## src/tef_defines.vh

```
`ifndef TEF_DEFINES_VH
`define TEF_DEFINES_VH

// ****************************************************
// Register offsets
// ****************************************************
`define TEF_OFS_OUT_SRC     8'h2d
`define TEF_OFS_IN_SRC      8'h2e
`define TEF_OFS_CFG         8'h2f
`define TEF_OFS_IRQ_STAT    8'h40
`define TEF_OFS_IRQ_MASK    8'h41

// ****************************************************
// Configuration field positions
// ****************************************************
`define TEF_CFG_OUT_LATCH   7
`define TEF_CFG_IN_LATCH    6
`define TEF_CFG_X_OUT_EN    5
`define TEF_CFG_Y_OUT_EN    4
`define TEF_CFG_Z_OUT_EN    3
`define TEF_CFG_X_IN_EN     2
`define TEF_CFG_Y_IN_EN     1
`define TEF_CFG_Z_IN_EN     0

// ****************************************************
// Source register field positions
// ****************************************************
`define TEF_SRC_ACTIVE      7
`define TEF_SRC_X_FLAG      5
`define TEF_SRC_Y_FLAG      3
`define TEF_SRC_Z_FLAG      1

// ****************************************************
// Interrupt status and mask bits
// ****************************************************
`define TEF_IRQ_IN_EVT      0
`define TEF_IRQ_OUT_EVT     1

// ****************************************************
// Reset values
// ****************************************************
`define TEF_CFG_RST_LOW     8'h00
`define TEF_CFG_RST_HIGH    8'h38
`define TEF_IRQ_MASK_RST    2'h0

// ****************************************************
// Timing: evaluation rate divider
// ****************************************************
`define TEF_CLK_HZ          250000000
`define TEF_ODR_HZ          100000
`define TEF_ODR_DIV         (`TEF_CLK_HZ / `TEF_ODR_HZ)
`define TEF_DIV_W           12

// ****************************************************
// Widths
// ****************************************************
`define TEF_DATA_W          12
`define TEF_DBC_W           8

`endif

```

## src/tef_dbnc.v

```verilog
`timescale 1ns/1ps
`default_nettype none

`include "tef_defines.vh"

// Counts evaluations while the condition holds, saturating
module tef_dbnc
(
  input  wire                   mclk,
  input  wire                   arst_n,
  input  wire                   eval_en,
  input  wire                   cond,
  input  wire [`TEF_DBC_W-1:0]  limit,
  output wire                   reached
);

  reg  [`TEF_DBC_W-1:0] cnt_ff;
  wire [`TEF_DBC_W:0]   cnt_inc;

  assign cnt_inc = {1'b0, cnt_ff} + {{`TEF_DBC_W{1'b0}}, 1'b1};
  // Held for at least limit evaluations, this one included
  assign reached = cond && (cnt_inc >= {1'b0, limit});

  always @(posedge mclk or negedge arst_n)
  begin
    if (!arst_n)
    begin
      cnt_ff <= {`TEF_DBC_W{1'b0}};
    end
    else if (eval_en)
    begin
      if (!cond)
      begin
        cnt_ff <= {`TEF_DBC_W{1'b0}};
      end
      else if (!(&cnt_ff))
      begin
        cnt_ff <= cnt_inc[`TEF_DBC_W-1:0];
      end
    end
  end

endmodule

`default_nettype wire

```

## src/tef_core.v

```verilog
// What this block does
// Z inside flag: strictly between both thresholds
// Z inside flag valid only when enabled
// Inside latch: capture flags at event rise
// Host reads flags before inside source
// No latch: update when event active, debounced
// No latch, zero debounce: update every evaluation
// Config register at 2Fh, all read-write
// Strap high: outside enables reset to one
// Outside latch: cleared only by source read
// Outside latch: event only on false-to-true
// No outside latch: flags track in real time
// Inside latch: cleared only by source read
// Inside latch: event only on false-to-true
// No inside latch: flags track in real time
// X joins outside evaluation only when enabled
// Inside event after debounce count reached
// No inside axis enabled: function disabled
// Read returns pre-clear values, set wins
//
// Strobed register access was decided locally.
`timescale 1ns/1ps
`default_nettype none

`include "tef_defines.vh"

module tef_core
(
  input  wire                          mclk,
  input  wire                          arst_n,
  input  wire                          boot_mode_strap,
  input  wire signed [`TEF_DATA_W-1:0] x_data,
  input  wire signed [`TEF_DATA_W-1:0] y_data,
  input  wire signed [`TEF_DATA_W-1:0] z_data,
  input  wire signed [`TEF_DATA_W-1:0] upper_threshold,
  input  wire signed [`TEF_DATA_W-1:0] lower_threshold,
  input  wire [`TEF_DBC_W-1:0]         inside_debounce_count,
  input  wire [7:0]                    reg_addr,
  input  wire [7:0]                    reg_wdata,
  input  wire                          reg_wr,
  input  wire                          reg_rd,
  output reg  [7:0]                    reg_rdata_ff,
  output reg                           irq_ff,
  output reg                           inside_event_active_ff,
  output reg                           outside_event_active_ff,
  output reg                           odr_tick_ff
);

  // ****************************************************
  // Evaluation rate divider
  // ****************************************************
  localparam integer          DIV_LAST_I = `TEF_ODR_DIV - 1;
  localparam [`TEF_DIV_W-1:0] DIV_LAST   = DIV_LAST_I[`TEF_DIV_W-1:0];
  reg [`TEF_DIV_W-1:0] div_ff;
  wire                 eval_en;

  assign eval_en = (div_ff == DIV_LAST);

  always @(posedge mclk or negedge arst_n)
  begin
    if (!arst_n)
    begin
      div_ff      <= {`TEF_DIV_W{1'b0}};
      odr_tick_ff <= 1'b0;
    end
    else
    begin
      div_ff      <= eval_en ? {`TEF_DIV_W{1'b0}} : div_ff + {{(`TEF_DIV_W-1){1'b0}}, 1'b1};
      odr_tick_ff <= eval_en;
    end
  end

  // ****************************************************
  // Configuration register and strap capture
  // ****************************************************
  reg  [7:0] cfg_ff;
  reg        init_done_ff;
  wire       wr_cfg;

  assign wr_cfg = reg_wr && (reg_addr == `TEF_OFS_CFG);

  always @(posedge mclk or negedge arst_n)
  begin
    if (!arst_n)
    begin
      cfg_ff       <= `TEF_CFG_RST_LOW;
      init_done_ff <= 1'b0;
    end
    else if (!init_done_ff)
    begin
      init_done_ff <= 1'b1;
      cfg_ff       <= boot_mode_strap ? `TEF_CFG_RST_HIGH : `TEF_CFG_RST_LOW;
    end
    else if (wr_cfg)
      cfg_ff <= reg_wdata;
  end

  wire       in_latch;
  wire       out_latch;
  wire [2:0] in_en;
  wire [2:0] out_en;

  assign in_latch  = cfg_ff[`TEF_CFG_IN_LATCH];
  assign out_latch = cfg_ff[`TEF_CFG_OUT_LATCH];
  assign in_en     = {cfg_ff[`TEF_CFG_X_IN_EN], cfg_ff[`TEF_CFG_Y_IN_EN],
                      cfg_ff[`TEF_CFG_Z_IN_EN]};
  assign out_en    = {cfg_ff[`TEF_CFG_X_OUT_EN], cfg_ff[`TEF_CFG_Y_OUT_EN],
                      cfg_ff[`TEF_CFG_Z_OUT_EN]};

  // ****************************************************
  // Per-axis window comparators, index 2 = X, 0 = Z
  // ****************************************************
  wire [3*`TEF_DATA_W-1:0] axis_bus;
  wire [2:0]               in_raw;
  wire [2:0]               out_raw;

  assign axis_bus = {x_data, y_data, z_data};
  genvar gi;
  generate
    for (gi = 0; gi < 3; gi = gi + 1)
    begin : g_axis
      wire signed [`TEF_DATA_W-1:0] d;
      assign d = axis_bus[gi*`TEF_DATA_W +: `TEF_DATA_W];
      // Strictly inside both thresholds, gated by participation
      assign in_raw[gi]  = in_en[gi] && (d < upper_threshold)
                           && (d > lower_threshold);
      assign out_raw[gi] = out_en[gi] && ((d >= upper_threshold)
                           || (d <= lower_threshold));
    end
  endgenerate

  wire in_cond;
  wire out_cond;
  wire in_reached;
  assign in_cond  = (|in_en) && (|in_raw);
  assign out_cond = |out_raw;

  tef_dbnc u_in_dbnc
  (
    .mclk    (mclk),
    .arst_n  (arst_n),
    .eval_en (eval_en),
    .cond    (in_cond),
    .limit   (inside_debounce_count),
    .reached (in_reached)
  );

  // ****************************************************
  // Register reads and read-to-clear
  // ****************************************************
  reg  [2:0] in_flags_ff;
  reg  [2:0] out_flags_ff;
  reg        in_armed_ff;
  reg        out_armed_ff;
  reg  [1:0] irq_stat_ff;
  reg  [1:0] irq_mask_ff;
  wire       rd_in_src;
  wire       rd_out_src;

  assign rd_in_src  = reg_rd && (reg_addr == `TEF_OFS_IN_SRC);
  assign rd_out_src = reg_rd && (reg_addr == `TEF_OFS_OUT_SRC);

  reg [7:0] rd_mux;
  always @*
  begin
    rd_mux = 8'h00;
    case (reg_addr)
      `TEF_OFS_IN_SRC:
      begin
        rd_mux[`TEF_SRC_ACTIVE] = inside_event_active_ff;
        rd_mux[`TEF_SRC_X_FLAG] = in_flags_ff[2];
        rd_mux[`TEF_SRC_Y_FLAG] = in_flags_ff[1];
        rd_mux[`TEF_SRC_Z_FLAG] = in_flags_ff[0];
      end
      `TEF_OFS_OUT_SRC:
      begin
        rd_mux[`TEF_SRC_ACTIVE] = outside_event_active_ff;
        rd_mux[`TEF_SRC_X_FLAG] = out_flags_ff[2];
        rd_mux[`TEF_SRC_Y_FLAG] = out_flags_ff[1];
        rd_mux[`TEF_SRC_Z_FLAG] = out_flags_ff[0];
      end
      `TEF_OFS_CFG:      rd_mux = cfg_ff;
      `TEF_OFS_IRQ_STAT: rd_mux = {6'h00, irq_stat_ff};
      `TEF_OFS_IRQ_MASK: rd_mux = {6'h00, irq_mask_ff};
      default:           rd_mux = 8'h00;
    endcase
  end

  // Data captured from pre-clear state in the read cycle
  always @(posedge mclk or negedge arst_n)
  begin
    if (!arst_n)
      reg_rdata_ff <= 8'h00;
    else
      reg_rdata_ff <= reg_rd ? rd_mux : 8'h00;
  end

  // ****************************************************
  // Inside-window event and flags
  // ****************************************************
  reg [2:0] nxt_in_flags;
  reg       nxt_in_active;
  reg       nxt_in_armed;
  reg       in_evt;

  always @*
  begin
    nxt_in_flags  = in_flags_ff;
    nxt_in_active = inside_event_active_ff;
    nxt_in_armed  = in_armed_ff;
    in_evt        = 1'b0;
    if (in_latch)
    begin
      // Clear first so a same-cycle event still sets
      if (rd_in_src)
      begin
        nxt_in_flags  = 3'h0;
        nxt_in_active = 1'b0;
      end
      if (eval_en)
      begin
        if (!in_cond)
          nxt_in_armed = 1'b1;
        else if (in_reached && in_armed_ff)
        begin
          nxt_in_active = 1'b1;
          nxt_in_flags  = nxt_in_flags | in_raw;
          nxt_in_armed  = 1'b0;
          in_evt        = 1'b1;
        end
      end
    end
    else if (eval_en)
    begin
      nxt_in_armed  = 1'b1;
      nxt_in_active = in_reached;
      in_evt        = in_reached && !inside_event_active_ff;
      if ((inside_debounce_count == {`TEF_DBC_W{1'b0}}) || in_reached)
        nxt_in_flags = in_raw;
      else if (!in_cond)
        nxt_in_flags = 3'h0;
    end
  end

  // ****************************************************
  // Outside-window event and flags
  // ****************************************************
  reg [2:0] nxt_out_flags;
  reg       nxt_out_active;
  reg       nxt_out_armed;
  reg       out_evt;

  always @*
  begin
    nxt_out_flags  = out_flags_ff;
    nxt_out_active = outside_event_active_ff;
    nxt_out_armed  = out_armed_ff;
    out_evt        = 1'b0;
    if (out_latch)
    begin
      if (rd_out_src)
      begin
        nxt_out_flags  = 3'h0;
        nxt_out_active = 1'b0;
      end
      if (eval_en)
      begin
        if (!out_cond)
          nxt_out_armed = 1'b1;
        else if (out_armed_ff)
        begin
          nxt_out_active = 1'b1;
          nxt_out_flags  = nxt_out_flags | out_raw;
          nxt_out_armed  = 1'b0;
          out_evt        = 1'b1;
        end
      end
    end
    else if (eval_en)
    begin
      nxt_out_armed  = 1'b1;
      nxt_out_flags  = out_raw;
      nxt_out_active = out_cond;
      out_evt        = out_cond && !outside_event_active_ff;
    end
  end

  always @(posedge mclk or negedge arst_n)
  begin
    if (!arst_n)
    begin
      in_flags_ff             <= 3'h0;
      out_flags_ff            <= 3'h0;
      in_armed_ff             <= 1'b1;
      out_armed_ff            <= 1'b1;
      inside_event_active_ff  <= 1'b0;
      outside_event_active_ff <= 1'b0;
    end
    else
    begin
      in_flags_ff             <= nxt_in_flags;
      out_flags_ff            <= nxt_out_flags;
      in_armed_ff             <= nxt_in_armed;
      out_armed_ff            <= nxt_out_armed;
      inside_event_active_ff  <= nxt_in_active;
      outside_event_active_ff <= nxt_out_active;
    end
  end

  // ****************************************************
  // Interrupt status, mask and output
  // ****************************************************
  wire [1:0] evt_vec;
  wire [1:0] stat_clr;
  wire [1:0] nxt_irq_stat;
  assign evt_vec      = {out_evt, in_evt};
  assign stat_clr     = (reg_wr && (reg_addr == `TEF_OFS_IRQ_STAT)) ? reg_wdata[1:0] : 2'h0;
  assign nxt_irq_stat = (irq_stat_ff & ~stat_clr) | evt_vec;

  always @(posedge mclk or negedge arst_n)
  begin
    if (!arst_n)
    begin
      irq_stat_ff <= 2'h0;
      irq_mask_ff <= `TEF_IRQ_MASK_RST;
      irq_ff      <= 1'b0;
    end
    else
    begin
      irq_stat_ff <= nxt_irq_stat;
      if (reg_wr && (reg_addr == `TEF_OFS_IRQ_MASK))
        irq_mask_ff <= reg_wdata[1:0];
      irq_ff <= |(nxt_irq_stat & irq_mask_ff);
    end
  end

endmodule

`default_nettype wire

```

## config.mk

```make
export PLATFORM = sky130hd
export DESIGN_NAME = tef_core
export DESIGN_NICKNAME = d
export VERILOG_FILES = /design/src/tef_dbnc.v /design/src/tef_core.v
export VERILOG_INCLUDE_DIRS = /design/src
export SDC_FILE = /design/constraint.sdc
export NUM_CORES = 1
export LEC_CHECK = 0
export BUFFER_PORTS_ARGS = -buffer_cell sky130_fd_sc_hd__buf_2
export CORE_MARGIN = 5
export CORE_UTILIZATION = 56
export CTS_CLUSTER_DIAMETER = 60
export DETAILED_ROUTE_END_ITERATION = 10
export GPL_ROUTABILITY_DRIVEN = 0
export MAX_ROUTING_LAYER = met4
export PLACE_DENSITY = 0.93
export SYNTH_ARGS = -nofsm -noshare
export SYNTH_HDL_FRONTEND = slang
export SYNTH_HIERARCHICAL = 1
export SYNTH_SLANG_ARGS = --single-unit
```

## constraint.sdc

```tcl
create_clock -name mclk -period 3.42 [get_ports mclk]
set_input_delay 0.684 -clock mclk [delete_from_list [all_inputs] [get_ports mclk]]
set_output_delay 0.684 -clock mclk [all_outputs]
set_load 0.01 [all_outputs]
```

==> results of run 1 <==
## stage by stage
stage	hold slack, ns	total power [W]
CTS	0.492	0.00142
finish	0.494	0.00143
floorplan	0.388	0.000831
global route	0.537	0.00150
detailed placement	0.471	0.000988
global placement	0.466	0.000967
## flip-flops by register name, summed over array words and instances (netlist names)
name,cells
out_armed_ff,1
in_armed_ff,1
in_flags_ff,3
out_flags_ff,3
outside_event_active_ff,1
odr_tick_ff,1
reg_rdata_ff,8
inside_event_active_ff,1
irq_ff,1
cfg_ff,8
div_ff,12
irq_mask_ff,2
irq_stat_ff,2
u_in_dbnc/cnt_ff,8
init_done_ff,1
## final timing paths
check                                    start               to  depth (start not counted)
max                         upper_threshold[5]           irq_ff                         17
min reg2reg                    out_flags_ff[1]  out_flags_ff[1]                          2
min                            out_flags_ff[1]  out_flags_ff[1]                          2
max reg2reg                u_in_dbnc/cnt_ff[0]           irq_ff                         14
max in group asynchronous               arst_n   irq_stat_ff[1]                          1
min in group asynchronous               arst_n        div_ff[4]                          1
## routing by layer
metal	wire, um	vias up	track usage	part of all wire
met3	866	39	0.0400	0.069
met2	6130	216	0.451	0.49
met1	5170	2104	0.321	0.41
li1	-	2067	-	-
met5	0	-	-	0
met4	323	0	0.0714	0.026
## critical path: cells and delay by family
kind / cells / cell delay [ns]
AO/OA/AOI/OAI: 9 / 1.65
adder cells (fa/ha/maj): 1 / 0.29
buffers and inverters: 4 / 0.35
AND/OR/NAND/NOR: 3 / 0.36
## report_power, final
part	switching (W)	internal (W)	total, W
logic	0.000189	0.000156	0.000346
registers	0.00000715	0.000632	0.000639
clock network	0.000203	0.000239	0.000442
## logic make-up (layout without fill, tap and decap cells)
logic type	Yosys count	in the layout	synth area share
DFF	53	53	0.295
xor gates and xnor gates	16	16	0.0312
and+or+nand+nor	166	166	0.193
AOI/OAI and AO/OA	115	115	0.172
muxes	16	16	0.0373
adders and majority gates	82	82	0.228
buffers and inverters	50	176	0.0426
other	1	1	0.000834
## layout make-up
cell class,instances,area (um^2)
clock buffer,7,86.3
clock inverter,1,30.0
fill,575,2350
inverter,45,169
multi-input combinational,396,3000
sequential,53,1330
tap,102,128
timing repair buffer,123,673
## timing repair
| action | CTS | global route |
|---|---|---|
| hold buffers | 0 | 0 |
| resized for setup | 0 | 6 |
| endpoints found under the setup margin | 0 | 13 |
## placed cells by master (no fill, tap or decap), drive strengths merged, types with 6 or more instances in the layout
cell	Yosys	routed
clkbuf	3	7
nor2	28	28
nand4	12	12
nand2	49	49
o21ai	27	27
nor3	10	10
a21o	8	8
nand3	16	16
dfrtp	51	51
mux2i	10	10
and3	8	8
inv	45	45
o211ai	8	8
xor2	7	7
buf	2	123
and2	8	8
nor2b	14	14
mux2	6	6
xnor2	9	9
a21oi	30	30
ha	82	82
==> flow_summary.rst, run 1 <==
.. list-table::
   :header-rows: 1

   * - Metric
     - Value
   * - Vias after detailed routing
     - 4,426
   * - Most common library cells after synthesis
     - sky130_fd_sc_hd__ha_1, sky130_fd_sc_hd__dfrtp_1, sky130_fd_sc_hd__nand2_1, sky130_fd_sc_hd__inv_1, sky130_fd_sc_hd__a21oi_1
   * - Clock tree root driver cell
     - sky130_fd_sc_hd__clkbuf_8
   * - Final count of negative-setup-slack endpoints
     - 0
   * - Level count of the clock H-tree
     - 2
   * - Core utilization of the finished layout
     - 0.698
   * - Port Buffers
     - 100
   * - Chip Height
     - 99.6 um
   * - Clock Pin Slew Worst Setup and Hold Paths
     - 0.09 ns
   * - Slew of the pin with the lowest slew margin
     - 1.15 ns
   * - Worst-case headroom to the max-slew limit
     - 0.236
   * - Mean routed wirelength per cell
     - between 15 and 20 um
   * - Full die area
     - 9920 um^2
   * - Critical path start-end classification
     - in -> reg
   * - Vias per cell
     - 6.09
   * - Main area contributors after synthesis
     - sky130_fd_sc_hd__dfrtp_1, sky130_fd_sc_hd__ha_1, sky130_fd_sc_hd__nand2_1, sky130_fd_sc_hd__inv_1, sky130_fd_sc_hd__a21oi_1
   * - Final worst-path cycle share
     - 0.931
   * - Antenna cells
     - 0
   * - Number of flip-flops and latches in the synthesized netlist
     - 53
   * - Synth area leader
     - sky130_fd_sc_hd__dfrtp_1
   * - Antenna violations before repair
     - 0
   * - Unrepaired setup endpoints after global routing
     - no
   * - PD cells
     - 263 nW/um^2
   * - Number of global-route vias before repair
     - between 4,000 and 5,000
   * - Initial core utilization
     - 0.579
   * - Drt first pass iters
     - 7
   * - Worst-case setup slack after placement
     - -0.126 ns
   * - Max Transition Viols Final
     - 0
   * - Share of async-settable or async-resettable flops after synthesis
     - 1.00
   * - Number of nets with antenna violations after routing
     - 0
   * - Number of maximum-capacitance violations
     - 0
   * - Number of placement rows
     - 32
   * - Synthesized instance count
     - 499
   * - TritonCTS Buffers
     - 5
   * - Number of DRC violations after detailed routing
     - 0
   * - Global route total overflow
     - 0
   * - Worst endpoint data arrival time
     - 3.36 ns
   * - P&R area growth vs syn
     - 20.5%
   * - Number of distinct library cells after synthesis
     - 63
   * - Achievable Freq
     - 314 MHz
   * - Floorplan core area
     - 7770 um^2
   * - Area post-placement
     - 5280 um^2
   * - Dominant cell by count in the synthesized netlist
     - sky130_fd_sc_hd__ha_1
   * - Max FO, Critical Path
     - 4
   * - Clock latency at the later pin of the worst-skew pair
     - ~0.31 ns
   * - Sum Neg Setup Slack
     - 0 ns
   * - Total number of nets in the final design
     - 795
   * - Overall fraction of global-route tracks in use
     - 0.263
   * - Least setup slack across all paths after layout
     - 0.236 ns
   * - Post-synthesis instance area
     - ~4500 um^2
   * - Outcome
     - finished clean
   * - Slack of the worst reg-to-reg path
     - 0.29 ns
   * - Synthesized netlist net count
     - 670
   * - Fin crit period
     - 3.18 ns
   * - Yosys warnings
     - 6
   * - Post-synth EDFFs
     - 0
   * - Critical path's slowest cell
     - sky130_fd_sc_hd__ha_1
   * - Type of destination of the critical path
     - flip-flop
   * - Final Hold Vio Count
     - 0
   * - Wire length of the first global-routing pass
     - 20.7 mm
   * - Crit path cell chain
     - buf_2, inv_1, buf_4, ha_1, a21o_1, a21oi_1, o21ai_0, o21ba_2, o211ai_1, nand3_2, inv_1, o22ai_2, nand2_1, nor3_2, a21o_1, a21oi_1, o221ai_1
   * - TritonCTS clock tree
     - yes
   * - Detailed-placement wirelength estimate
     - roughly 10 mm
   * - Horiz. Die Dim
     - 99.6 um
   * - Hold WC Path Type
     - reg -> reg
   * - Number of DRC markers in iteration 0
     - 324
   * - Pin count of the biggest net entering global routing
     - 54
   * - Avg Cell Area, Syn
     - 9.01 um^2
   * - Layout cells sized above 1
     - 0.245
   * - Final routed wirelength across all metal layers
     - between 10 and 15 mm
   * - Maximum resistive drop on vdd
     - 0.186 mV
   * - Number of cells after detailed placement
     - 719
   * - # IOs
     - 101
   * - Non-Filler Cell Area, Final
     - 5420 um^2
   * - Worst endpoint required time
     - 3.60 ns
   * - Leakage component of the power
     - 2.87 nW
   * - Final instance count without filler cells
     - 727
   * - Clock sinks
     - 53
   * - Top_reg_cell synth
     - sky130_fd_sc_hd__dfrtp_1
   * - Top cell type's share of synthesized area
     - 0.284
   * - Post-CTS setup buffer count
     - 0
   * - Clock Path Buffers
     - 2
   * - Startpoint types
     - input port
   * - Slowest stage delay, CP
     - 0.29 ns
   * - Proportion of synthesized chip area in sequential cells
     - 0.295
   * - Clock tree skew after final layout
     - 0.00556 ns
Power figures use the tool's default switching activity.
==> run 2: changes to the inputs <==
- CORE_MARGIN: 5 -> unset
==> flow_summary.rst, run 2 (synthesis gave the netlist of run 1 again) <==
.. list-table::
   :header-rows: 1

   * - Metric
     - Value
   * - R2r startpoint
     - u_in_dbnc/cnt_ff[0] (unchanged)
   * - Antenna cells
     - 0 (unchanged)
   * - Initial core utilization
     - 0.582 (was 0.579)
   * - Most frequent cell on the critical path
     - sky130_fd_sc_hd__inv_1
   * - TritonCTS clock tree
     - yes (unchanged)
   * - First element of the critical path
     - upper_threshold[10] (was upper_threshold[5])
   * - Overall fraction of global-route tracks in use
     - 0.304 (was 0.263)
   * - # IOs
     - 101 (unchanged)
   * - Antenna violations before repair
     - 0 (unchanged)
   * - Clock Path Buffers
     - 2 (unchanged)
   * - Floorplan core area
     - 7730 um^2 (was 7770 um^2)
   * - Slack of the worst reg-to-reg path
     - 0.34 ns (was 0.29 ns)
   * - Max FFs per register
     - 12 (unchanged)
   * - Most common cell after layout, fill and taps aside
     - sky130_fd_sc_hd__buf_2 (unchanged)
   * - Vias after detailed routing
     - 4,315 (was 4,426)
   * - Final worst-path cycle share
     - 0.962 (was 0.931)
   * - Horiz. Die Dim
     - 91.6 um (was 99.6 um)
   * - Clock latency at the later pin of the worst-skew pair
     - 0.31 ns (about the same)
   * - Worst-case hold path end point
     - div_ff[0] (was out_flags_ff[1])
   * - Wire length of the first global-routing pass
     - 19.9 mm (was 20.7 mm)
   * - Clock sinks
     - 53 (unchanged)
   * - Leading cell types in the layout, fill and taps excluded
     - sky130_fd_sc_hd__buf_2, sky130_fd_sc_hd__ha_1, sky130_fd_sc_hd__dfrtp_1 (unchanged)
   * - Register bank with the most flops
     - div_ff (unchanged)
   * - Number of placement rows
     - 32 (unchanged)
   * - Slew of the pin with the lowest slew margin
     - 1.12 ns (was 1.15 ns)
   * - Unrepaired setup endpoints after global routing
     - no (unchanged)
   * - Level count of the clock H-tree
     - 2 (unchanged)
   * - Hold WC Path Type
     - reg -> reg (unchanged)
   * - Non-Filler Cell Area, Final
     - 5310 um^2 (was 5420 um^2)
   * - Number of global-route vias before repair
     - 4,429 (was 4,506)
   * - Leakage component of the power
     - 2.81 nW (was 2.87 nW)
   * - Drt first pass iters
     - 7 (unchanged)
   * - Vias per cell
     - 6.02 (was 6.09)
   * - Layout cells sized above 1
     - 0.229 (was 0.245)
   * - PD cells
     - 256 nW/um^2 (was 263 nW/um^2)
   * - Worst endpoint data arrival time
     - 3.49 ns (was 3.36 ns)
   * - Clock Pin Slew Worst Setup and Hold Paths
     - 0.09 ns (about the same)
   * - Core utilization of the finished layout
     - 0.688 (was 0.698)
   * - Chip Height
     - 91.6 um (was 99.6 um)
   * - Launch point of the worst hold path
     - div_ff[0] (was out_flags_ff[1])
   * - Achievable Freq
     - 304 MHz (was 314 MHz)
   * - Startpoint types
     - input port (unchanged)
   * - Outcome
     - finished clean (unchanged)
   * - TritonCTS Buffers
     - 5 (unchanged)
   * - Maximum resistive drop on vdd
     - 0.143 mV (was 0.186 mV)
   * - Pin count of the biggest net entering global routing
     - 54 (unchanged)
   * - Number of cells on the worst hold path
     - 1 (was 2)
   * - Area post-placement
     - 5200 um^2 (was 5280 um^2)
   * - Crit path cell chain
     - buf_2, inv_1, ha_1, and4_4, nor3b_2, a2111oi_2, and4b_1, o211ai_2, nand3_1, inv_1, buf_4, o41ai_4, nor2_2, mux2_2 (was buf_2, inv_1, buf_4, ha_1, a21o_1, a21oi_1, o21ai_0, o21ba_2, o211ai_1, nand3_2, inv_1, o22ai_2, nand2_1, nor3_2, a21o_1, a21oi_1, o221ai_1)
   * - Total number of nets in the final design
     - 785 (was 795)
   * - Number of maximum-capacitance violations
     - 0 (unchanged)
   * - Max Transition Viols Final
     - 0 (unchanged)
   * - Global route total overflow
     - 0 (unchanged)
   * - Final routed wirelength across all metal layers
     - 11.8 mm (was 12.5 mm)
   * - Critical path's slowest cell
     - sky130_fd_sc_hd__o41ai_4 (was sky130_fd_sc_hd__ha_1)
   * - Full die area
     - 8390 um^2 (was 9920 um^2)
   * - R2r worst-path depth
     - 14 (unchanged)
   * - Max FO, Critical Path
     - 4 (unchanged)
   * - Clock tree skew after final layout
     - 0.00775 ns (was 0.00556 ns)
   * - Detailed-placement wirelength estimate
     - 9.80 mm (was 10.3 mm)
   * - Fin crit period
     - 3.29 ns (was 3.18 ns)
   * - Number of nets with antenna violations after routing
     - 0 (unchanged)
   * - Endpoint of the worst-slack reg-to-reg timing path
     - irq_ff (unchanged)
   * - Post-layout total power
     - 0.00136 W (was 0.00143 W)
   * - Type of destination of the critical path
     - flip-flop (unchanged)
   * - Final count of negative-setup-slack endpoints
     - 0 (unchanged)
   * - Worst endpoint required time
     - 3.62 ns (was 3.60 ns)
   * - Worst-case headroom to the max-slew limit
     - 0.252 (was 0.236)
   * - Critical path start-end classification
     - in -> reg (unchanged)
   * - Port Buffers
     - 100 (unchanged)
   * - Number of DRC violations after detailed routing
     - 0 (unchanged)
   * - P&R area growth vs syn
     - 18.2% (was 20.5%)
   * - Clock tree root driver cell
     - sky130_fd_sc_hd__clkbuf_8 (unchanged)
   * - Slowest stage delay, CP
     - 0.42 ns (was 0.29 ns)
   * - Post-CTS setup buffer count
     - 0 (unchanged)
   * - Number of DRC markers in iteration 0
     - 317 (was 324)
   * - Final Hold Vio Count
     - 0 (unchanged)
   * - Mean routed wirelength per cell
     - 16.5 um (was 17.2 um)
==> run 2: cell types whose count changed in the layout (fill, tap and decap cells not counted), sizes merged <==
cell,before,now
bufinv,1,0
clkinv,0,1
buf,123,113
==> run 2: critical path: cells and delay by family <==
| kind | cells | cell delay (ns) |
|---|---|---|
| fa+ha+maj | 1 | 0.28 |
| buf+inv | 4 | 0.47 |
| compound gates | 3 | 0.90 |
| mux | 1 | 0.28 |
| simple gates | 5 | 0.87 |
==> run 2: worst max path at each step <==
stage | to | slack [ns] | cells past startpoint
global route | u_in_dbnc/cnt_ff[0] | 0.0002 | 14
detailed placement | in_flags_ff[0] | -0.14 | 16
finish | u_in_dbnc/cnt_ff[0] | 0.13 | 14
global placement | in_flags_ff[1] | 0.02 | 16
floorplan | in_flags_ff[1] | 0.03 | 15
CTS | in_flags_ff[0] | 0.18 | 16
==> run 2: final cells by class <==
| cell class | count | area, um^2 |
|---|---|---|
| Tap cell | 102 | 128 |
| Fill cell | 570 | 2410 |
| Sequential cell | 53 | 1330 |
| Timing Repair Buffer | 113 | 598 |
| Clock inverter | 1 | 5.00 |
| Multi-Input combinational cell | 396 | 2990 |
| Inverter | 45 | 169 |
| Clock buffer | 7 | 96.3 |
==> run 2: metrics by stage <==
| step | worst slack (ns) | hold WS, ns | instances | setup TNS (ns) |
|---|---|---|---|---|
| after floorplan | 0.0300 | 0.388 | 499 | 0 |
| after global placement | 0.0185 | 0.468 | 709 | 0 |
| after detailed placement | -0.138 | 0.485 | 709 | -1.07 |
| after CTS | 0.184 | 0.497 | 717 | 0 |
| after global routing | 0.000168 | 0.539 | 717 | 0 |
| final | 0.131 | 0.496 | 717 | 0 |
==> run 2: metal layers <==
layer / global-route usage / routed length [um]
met1: 0.376 / 4940
met2: 0.514 / 5800
met3: 0.0390 / 720
met4: 0.108 / 349
met5: - / 0
==> run 2: what timing repair did <==
| action | 4_1_cts | 5_1_grt |
|---|---|---|
| setup endpoints to repair | 0 | 6 |
| resized for setup | 0 | 3 |
| hold buffers | 0 | 0 |
| endpoints found under the hold margin | 0 | 0 |
==> run 2: report_power, final <==
| part | internal [W] | switching [W] | leakage (nW) |
|---|---|---|---|
| logic | 0.000151 | 0.000192 | 2.06 |
| registers | 0.000632 | 0.00000700 | 0.699 |
| clock network | 0.000183 | 0.000194 | 0.0542 |
